<file path="config.mk">
export PLATFORM = sky130hd
export DESIGN_NAME = port_latch_steer
export DESIGN_NICKNAME = d
export VERILOG_FILES = /design/src/port_steer_pkg.sv /design/src/pin_sync.sv /design/src/port_latch_steer.sv /design/src/steer_route.sv
export SDC_FILE = /design/constraint.sdc
export NUM_CORES = 1
export LEC_CHECK = 0
export BUFFER_PORTS_ARGS = -buffer_cell sky130_fd_sc_hd__clkbuf_2
export CAP_MARGIN = 20
export CORE_MARGIN = 2
export CORE_UTILIZATION = 55
export CTS_CLUSTER_DIAMETER = 60
export CTS_CLUSTER_SIZE = 10
export DETAILED_ROUTE_END_ITERATION = 10
export GPL_ROUTABILITY_DRIVEN = 1
export PLACE_DENSITY = 0.81
export SKIP_LAST_GASP = 1
export SYNTH_ARGS = -nofsm -noshare
export SYNTH_HDL_FRONTEND = slang
export SYNTH_SLANG_ARGS = --single-unit
</file>
<file path="constraint.sdc">
create_clock -name ref_clk -period 6 [get_ports ref_clk]
set_clock_uncertainty 0.2 [all_clocks]
set_input_delay 0 -clock ref_clk [delete_from_list [all_inputs] [get_ports ref_clk]]
set_output_delay 0 -clock ref_clk [all_outputs]
set_load 0.01 [all_outputs]
</file>
<file path="src/port_steer_pkg.sv">
// Purpose: Shared constants and carrier types for the port latch and pin steering block
// Assumes: Wishbone classic slave, 8-bit registers in the low byte of 32-bit words
// Notes: Byte offsets are word aligned

package port_steer_pkg;

    localparam int PORT_W = 8;
    localparam int NUM_PORTS_MAX = 3;

    // Register byte offsets: port n at PORT_STRIDE * n
    localparam logic [7:0] DIR_OFF = 8'h00;
    localparam logic [7:0] LAT_OFF = 8'h04;
    localparam logic [7:0] PIN_OFF = 8'h08;
    localparam logic [7:0] ANA_OFF = 8'h0C;
    localparam logic [7:0] PORT_STRIDE = 8'h10;
    localparam logic [7:0] STEER_OFF = 8'h30;

    // Reset values
    localparam logic [7:0] DIR_RST = 8'hFF;
    localparam logic [7:0] LAT_RST = 8'h00;
    localparam logic [7:0] ANA_RST = 8'hFF;
    localparam logic [7:0] STEER_RST = 8'h00;

    // Steering field positions
    localparam int SEL_RECV = 7;
    localparam int SEL_SPI_OUT = 6;
    localparam int SEL_SPI_SS = 5;
    localparam int SEL_PWM2B = 4;
    localparam int SEL_CAP2A = 3;
    localparam int SEL_PWM1D = 2;
    localparam int SEL_PWM1C = 1;
    localparam int SEL_CAP1A = 0;

    // Port indices used by steering
    localparam int PA = 0;
    localparam int PB = 1;

    // One peripheral output function: value and drive enable
    typedef struct packed {
        logic val;
        logic en;
    } periph_out_s;

    // All movable output functions
    typedef struct packed {
        periph_out_s spi_out;
        periph_out_s pwm2b;
        periph_out_s cap2a;
        periph_out_s pwm1d;
        periph_out_s pwm1c;
        periph_out_s cap1a;
    } periph_outs_s;

    // Movable input functions and their enables
    typedef struct packed {
        logic recv_en;
        logic ss_en;
    } periph_in_en_s;

    typedef struct packed {
        logic uart_receive_data;
        logic spi1_slave_select;
    } periph_ins_s;

endpackage

</file>
<file path="src/pin_sync.sv">
// Purpose: Two flop synchroniser for a vector of pin levels
// Assumes: Inputs are asynchronous to ref_clk
// Notes: First stage is read only by the second

`timescale 1ns/1ps
`default_nettype none

module pin_sync #(
    parameter int W = 8
) (
    // Clock and reset
    input wire logic ref_clk,
    input wire logic nrst,
    // Data
    input wire logic [W-1:0] d,
    output logic [W-1:0] q
);

    logic [W-1:0] meta_r;

    // Two stages keep metastability away from the read path
    always_ff @(posedge ref_clk or negedge nrst) begin
        if (!nrst) begin
            meta_r <= '0;
            q <= '0;
        end else begin
            meta_r <= d;
            q <= meta_r;
        end
    end

endmodule // pin_sync

`default_nettype wire

</file>
<file path="src/port_latch_steer.sv">
// Purpose: GPIO ports with direction, latch, pin read, analog select and function steering
// Assumes: Wishbone classic slave on ref_clk; pins sampled through two flops
// Notes: Ports A and B always exist; port C exists when NUM_PORTS is 3
//
// The Wishbone register port and the register addresses are this design's own decisions.

`timescale 1ns/1ps
`default_nettype none

module port_latch_steer
    import port_steer_pkg::*;
#(
    parameter int NUM_PORTS = 3
) (
    // Clock and reset
    input wire logic ref_clk,
    input wire logic nrst,
    // Wishbone classic slave
    input wire logic wb_cyc_i,
    input wire logic wb_stb_i,
    input wire logic wb_we_i,
    input wire logic [7:0] wb_adr_i,
    input wire logic [3:0] wb_sel_i,
    input wire logic [31:0] wb_dat_i,
    output logic [31:0] wb_dat_o,
    output logic wb_ack_o,
    output logic wb_err_o,
    // Pads
    input wire logic [NUM_PORTS*PORT_W-1:0] pad_in,
    output logic [NUM_PORTS*PORT_W-1:0] pad_out,
    output logic [NUM_PORTS*PORT_W-1:0] pad_oe,
    output logic [NUM_PORTS*PORT_W-1:0] pad_ana,
    // Peripheral side
    input wire periph_outs_s pout,
    input wire periph_in_en_s pin_en,
    output periph_ins_s pins
);

    localparam int NB = NUM_PORTS * PORT_W;

    logic [PORT_W-1:0] dir_r [NUM_PORTS];
    logic [PORT_W-1:0] lat_r [NUM_PORTS];
    logic [PORT_W-1:0] ana_r [NUM_PORTS];
    logic [7:0] steer_r;
    logic [NB-1:0] pin_sync_q;
    logic [NB-1:0] pin_dig;
    logic [2*PORT_W-1:0] ovr_en;
    logic [2*PORT_W-1:0] ovr_val;
    logic [2*PORT_W-1:0] in_claim;
    periph_ins_s pins_nxt;
    logic [NB-1:0] out_nxt;
    logic [NB-1:0] oe_nxt;
    logic [NB-1:0] ana_flat;
    logic req;
    logic hit;
    logic [31:0] rd_nxt;
    logic [1:0] acc_port;
    logic [1:0] acc_kind;
    logic acc_port_reg;
    logic acc_steer;

    // Pin levels are asynchronous, so they pass two flops first
    pin_sync #(
        .W(NB)
    ) u_sync (
        .ref_clk(ref_clk),
        .nrst(nrst),
        .d(pad_in),
        .q(pin_sync_q)
    );

    // Analog pins read zero on every digital path
    always_comb begin
        for (int p = 0; p < NUM_PORTS; p++) begin
            ana_flat[p*PORT_W +: PORT_W] = ana_r[p];
            pin_dig[p*PORT_W +: PORT_W] = pin_sync_q[p*PORT_W +: PORT_W] & ~ana_r[p];
        end
    end

    steer_route u_route (
        .steer(steer_r),
        .pout(pout),
        .pin_en(pin_en),
        .pin_lvl(pin_dig[2*PORT_W-1:0]),
        .ovr_en(ovr_en),
        .ovr_val(ovr_val),
        .in_claim(in_claim),
        .pins(pins_nxt)
    );

    // Pad drive: peripheral override first, then an input claim releases the pin, else the latch under direction control
    always_comb begin
        for (int i = 0; i < NB; i++) begin
            if (i < 2*PORT_W && ovr_en[i]) begin
                out_nxt[i] = ovr_val[i];
                oe_nxt[i] = 1'b1;
            end else if (i < 2*PORT_W && in_claim[i]) begin
                out_nxt[i] = 1'b0;
                oe_nxt[i] = 1'b0;
            end else begin
                out_nxt[i] = lat_r[i/PORT_W][i%PORT_W];
                oe_nxt[i] = ~dir_r[i/PORT_W][i%PORT_W];
            end
        end
    end

    // Registered pad and peripheral outputs; analog select does not gate output
    always_ff @(posedge ref_clk or negedge nrst) begin
        if (!nrst) begin
            pad_out <= '0;
            pad_oe <= '0;
            pad_ana <= '1;
            pins <= '0;
        end else begin
            pad_out <= out_nxt;
            pad_oe <= oe_nxt;
            pad_ana <= ana_flat;
            pins <= pins_nxt;
        end
    end

    // Address decode
    assign req = wb_cyc_i & wb_stb_i & ~wb_ack_o & ~wb_err_o;
    assign acc_port = wb_adr_i[5:4];
    assign acc_kind = wb_adr_i[3:2];
    assign acc_port_reg = (wb_adr_i[7:6] == 2'b00) && (wb_adr_i[1:0] == 2'b00)
        && (32'(acc_port) < NUM_PORTS);
    assign acc_steer = (wb_adr_i == STEER_OFF);
    assign hit = acc_port_reg | acc_steer;

    // Read mux: latch shows driven values, pin register shows pad levels
    always_comb begin
        rd_nxt = '0;
        if (acc_steer) begin
            rd_nxt[7:0] = steer_r;
        end else if (acc_port_reg) begin
            case (8'({acc_kind, 2'b00}))
                DIR_OFF: rd_nxt[7:0] = dir_r[acc_port];
                LAT_OFF: rd_nxt[7:0] = lat_r[acc_port];
                PIN_OFF: rd_nxt[7:0] = pin_dig[acc_port*PORT_W +: PORT_W];
                ANA_OFF: rd_nxt[7:0] = ana_r[acc_port];
                default: rd_nxt = '0;
            endcase
        end
    end

    // Bus answer one cycle after the request; unmapped addresses get err
    always_ff @(posedge ref_clk or negedge nrst) begin
        if (!nrst) begin
            wb_ack_o <= 1'b0;
            wb_err_o <= 1'b0;
            wb_dat_o <= '0;
        end else begin
            wb_ack_o <= req & hit;
            wb_err_o <= req & ~hit;
            wb_dat_o <= (req & hit & ~wb_we_i) ? rd_nxt : 32'h00000000;
        end
    end

    // Port registers; writing latch or pin register loads the same latch
    always_ff @(posedge ref_clk or negedge nrst) begin
        if (!nrst) begin
            for (int p = 0; p < NUM_PORTS; p++) begin
                dir_r[p] <= DIR_RST;
                lat_r[p] <= LAT_RST;
                ana_r[p] <= ANA_RST;
            end
        end else if (req && wb_we_i && acc_port_reg && wb_sel_i[0]) begin
            case (8'({acc_kind, 2'b00}))
                DIR_OFF: dir_r[acc_port] <= wb_dat_i[7:0];
                LAT_OFF: lat_r[acc_port] <= wb_dat_i[7:0];
                PIN_OFF: lat_r[acc_port] <= wb_dat_i[7:0];
                ANA_OFF: ana_r[acc_port] <= wb_dat_i[7:0];
                default: ;
            endcase
        end
    end

    // Steering register; it only reroutes overrides and the two input functions with their claims, directions stay as written
    always_ff @(posedge ref_clk or negedge nrst) begin
        if (!nrst) begin
            steer_r <= STEER_RST;
        end else if (req && wb_we_i && acc_steer && wb_sel_i[0]) begin
            steer_r <= wb_dat_i[7:0];
        end
    end

endmodule // port_latch_steer

`default_nettype wire

</file>
<file path="src/steer_route.sv">
// Purpose: Route movable peripheral functions onto one of two pins
// Assumes: Steering bits come from the register file
// Notes: Purely combinational, output is registered by the top

`timescale 1ns/1ps
`default_nettype none

module steer_route
    import port_steer_pkg::*;
(
    // Control
    input wire logic [7:0] steer,
    input wire periph_outs_s pout,
    input wire periph_in_en_s pin_en,
    input wire logic [2*PORT_W-1:0] pin_lvl,
    // Override to ports A and B
    output logic [2*PORT_W-1:0] ovr_en,
    output logic [2*PORT_W-1:0] ovr_val,
    output logic [2*PORT_W-1:0] in_claim,
    output periph_ins_s pins
);

    function automatic int bidx(input int port, input int pin);
        return port * PORT_W + pin;
    endfunction

    // Place an output on the chosen pin only; the other keeps its port behaviour
    always_comb begin
        ovr_en = '0;
        ovr_val = '0;
        in_claim = '0;
        pins = '0;
        if (pout.spi_out.en) begin
            ovr_en[steer[SEL_SPI_OUT] ? bidx(PA, 6) : bidx(PB, 2)] = 1'b1;
            ovr_val[steer[SEL_SPI_OUT] ? bidx(PA, 6) : bidx(PB, 2)] = pout.spi_out.val;
        end
        if (pout.cap1a.en) begin
            ovr_en[steer[SEL_CAP1A] ? bidx(PB, 0) : bidx(PB, 3)] = 1'b1;
            ovr_val[steer[SEL_CAP1A] ? bidx(PB, 0) : bidx(PB, 3)] = pout.cap1a.val;
        end
        if (pout.pwm2b.en) begin
            ovr_en[steer[SEL_PWM2B] ? bidx(PA, 6) : bidx(PB, 7)] = 1'b1;
            ovr_val[steer[SEL_PWM2B] ? bidx(PA, 6) : bidx(PB, 7)] = pout.pwm2b.val;
        end
        if (pout.cap2a.en) begin
            ovr_en[steer[SEL_CAP2A] ? bidx(PA, 7) : bidx(PB, 6)] = 1'b1;
            ovr_val[steer[SEL_CAP2A] ? bidx(PA, 7) : bidx(PB, 6)] = pout.cap2a.val;
        end
        if (pout.pwm1d.en) begin
            ovr_en[steer[SEL_PWM1D] ? bidx(PA, 6) : bidx(PB, 7)] = 1'b1;
            ovr_val[steer[SEL_PWM1D] ? bidx(PA, 6) : bidx(PB, 7)] = pout.pwm1d.val;
        end
        if (pout.pwm1c.en) begin
            ovr_en[steer[SEL_PWM1C] ? bidx(PA, 7) : bidx(PB, 6)] = 1'b1;
            ovr_val[steer[SEL_PWM1C] ? bidx(PA, 7) : bidx(PB, 6)] = pout.pwm1c.val;
        end
        // Inputs come from the selected pin, which is released as a tristate input while its enable is set and no output override takes that pin
        if (pin_en.recv_en) begin
            in_claim[steer[SEL_RECV] ? bidx(PB, 2) : bidx(PB, 1)] = 1'b1;
        end
        if (pin_en.ss_en) begin
            in_claim[steer[SEL_SPI_SS] ? bidx(PA, 5) : bidx(PB, 5)] = 1'b1;
        end
        pins.uart_receive_data = steer[SEL_RECV] ? pin_lvl[bidx(PB, 2)] : pin_lvl[bidx(PB, 1)];
        pins.spi1_slave_select = steer[SEL_SPI_SS] ? pin_lvl[bidx(PA, 5)] : pin_lvl[bidx(PB, 5)];
    end

endmodule // steer_route

`default_nettype wire

</file>
==> results.ini <==
[synthesis]
synthSimpleGateAreaFrac=0.07035
synth_warnings=0
synth_area_um2=8253
synth.area.mux_share=0.1419
synth-edff-count=0
yosysSeqAreaShare=0.6537
synthArstFlopShare=1.000
synth_ff_type=dfrtp_1
syn_inst=595
synth.distinct_cells=46
synthAdderAreaFrac=0.007580
ys_ff_latch=212
synth_compound_area_frac=0.07414
avgSynthCellArea_um2=13.87
synth_xor_area_frac=0
synth_top_family_by_area=multiplexers

[cells_and_area]
multi_input_area_um2=2516
final_common_cell=clkbuf_2
seq_area_um2=5395
nets=921
antenna_cells=0
nFillCells=940
drive_gt1_frac=0.3955
design_area_um2=10620
area_delta_synth_final_pct=28.68
final_util=0.7280
final_cell_mix=clkbuf_2, dfrtp_1, dlygate4sd3_1
layoutNonFillerInstCount=1031

[power]
vdd_drop_max_mv=0.2166
power_mw=2.978
p_per_area_nw_per_um2=280.4
p_leak_nw=4.972
p_int_mw=2.329
power.share.sequential=0.496
p_clk_frac=0.440
comb_power_share=0.065
swShare=0.2181
p_switching_uw=649.5

[outcome]
outcome=complete, no violations

[worst_setup_path]
worstPathMaxFanout=8
worst-path-buf-inv=2
worstSetupStartpointType=flop
crit_slowest_cell=nor3b_1
path_delay_family=simple AND/OR/NAND/NOR gates
end_kind=flop
arrival_ns=3.25
cpPeakStageDelay_ns=0.89
crit_path_cell_trace=nand4bb_1, dlygate4sd3_1, inv_1, nand2_1, nor3b_1, a32o_1
crit_required_ns=6.22
path_class=flop to flop

[job]
drv_cap=0

[route]
postRouteAntennaNets=0
drt-pass1-iter-count=5
first_iter_violations=379
vias=5477
viasPerCell=5.312
drc=0
routedWlPerCell_um=17.61
wl_um=18160

[placed_design]
place_congestion=0.8440
place_area_um2=9016
dpl.hpwl_um=11490
port_buffers=143
dp_cells=898

[global_route]
grt_pass1_wl_um=29160
grt-ovfl-total=0
grt_pass1_vias=5705
antenna_found_initial=0
grt.total_usage=0.2275
grt_max_degree=135

[clocking]
clkSinkCount=212
cts_tree=done
cts-root-buf=clkbuf_16
clk_pin_slew_ns=0.06
clk_latency_ns=0.50
clockBufferDepth=3
h-tree-depth=1
cts_buffers=25

[sta]
grt_setup_unrepaired=false
setup_viol=0
slew_headroom=0.2614
fmax_mhz=330.2
final_hold_viol_count=0
period_minus_slack_ns=3.028
tightest_slew_ns=1.105
setup-tns-final_ns=0
maxSlewViolCount=0
post-route-period-util=0.5047

[die]
floorplan.initialDensity=0.5657
ios=195
dieArea_um2=16000
die_h_um=126.5
die_x_um=126.5
core-area_um2=14590
rows=44

[min_path]
worstHoldPathType=input port to flop

==> registers in the layout (all words and copies together), names as in the netlist <==
signal / count
lat_r: 24
u_sync.meta_r: 24
pad_out: 24
dir_r: 24
steer_r: 8
pad_oe: 24
wb_ack_o: 1
wb_dat_o: 8
ana_flat: 24
pins: 2
wb_err_o: 1
u_sync.q: 24
pad_ana: 24
==> timing repair <==
item | in CTS | in global routing
gates resized for setup | 0 | 0
setup buffers | 0 | 0
hold endpoints to repair | 246 | 14
hold buffers | 86 | 1
==> routing by layer <==
layer | vias up | GRT usage | part of all wire
met5 | - | 0 | 0
met4 | 0 | 0.06981 | 0.020
met3 | 32 | 0.04892 | 0.065
met2 | 205 | 0.3850 | 0.50
met1 | 2748 | 0.2971 | 0.42
li1 | 2492 | - | -
==> path summary, 6_finish.rpt <==
| path | depth (start not counted) | to | slack, ns | start |
|---|---|---|---|---|
| worst min-delay path | 6 | dir_r[2] | 0.05 | wb_sel_i[0] |
| max in group asynchronous | 5 | u_sync.meta_r[16] | 3.66 | nrst |
| worst max-delay path | 6 | wb_dat_o[2] | 2.97 | wb_ack_o |
| min in group asynchronous | 3 | pad_oe[6] | 0.25 | nrst |
| worst min register to register | 0 | u_sync.q[9] | 0.13 | u_sync.meta_r[9] |
| worst max register to register | 6 | wb_dat_o[2] | 2.97 | wb_ack_o |
==> cell type report <==
cell class                      instances  share of cell area
Clock buffer                           44             0.06562
Sequential cell                       212              0.5080
Clock inverter                          1           0.0008247
Tap cell                              184             0.02168
Timing Repair Buffer                  234              0.1549
Multi-Input combinational cell        322              0.2369
Inverter                               34             0.01202
==> synthesized netlist by cell type, types with 5 or more instances <==
cell type | count | area, µm²
mux2_2 | 80 | 900.9
nor2_1 | 7 | 26.28
a41o_1 | 5 | 50.05
buf_1 | 5 | 18.77
clkbuf_1 | 9 | 33.78
buf_2 | 9 | 45.04
dfstp_2 | 72 | 1892
o211ai_1 | 8 | 60.06
a221o_1 | 5 | 50.05
inv_1 | 34 | 127.6
a21oi_1 | 9 | 45.04
a32o_1 | 9 | 90.09
o21ai_0 | 46 | 230.2
nor2b_1 | 9 | 56.30
and3_1 | 5 | 31.28
nand2_1 | 25 | 93.84
nand3b_1 | 15 | 112.6
mux2i_1 | 27 | 270.3
ha_1 | 5 | 62.56
dfrtp_1 | 140 | 3503
buf_4 | 27 | 202.7
nand2b_1 | 9 | 56.30
==> power groups by stage <==
stage | logic [mW] | clock network [mW] | registers, mW
final | 0.192 | 1.31 | 1.48
after global routing | 0.211 | 1.40 | 1.48
after CTS | 0.188 | 1.34 | 1.48
after detailed placement | 0.146 | 0 | 1.50
after global placement | 0.141 | 0 | 1.50
after floorplan | 0.0752 | 0 | 1.50
==> per-stage QoR <==
stage | setup WS (ns) | hold slack [ns]
4_1_cts | 3.000 | 0.02383
2_1_floorplan | 3.980 | -0.4956
5_1_grt | 2.865 | 0.04044
3_3_place_gp | 3.404 | -0.09091
3_5_place_dp | 3.346 | -0.09034
6_report | 2.972 | 0.04842
==> worst register-to-register path, cell delays in order (launching register included) <==
cell           delay [ns]
dfrtp_1              0.38
nand4bb_1            0.35
dlygate4sd3_1        0.67
inv_1                0.07
nand2_1              0.08
nor3b_1              0.89
a32o_1               0.33
==> cell families after synthesis <==
group	after synthesis
muxes	107
adders and majority gates	5
DFF	212
buffers and inverters	84
other	1
AOI/OAI and AO/OA	93
and+or+nand+nor	93
(Power assumes the default switching activity.)
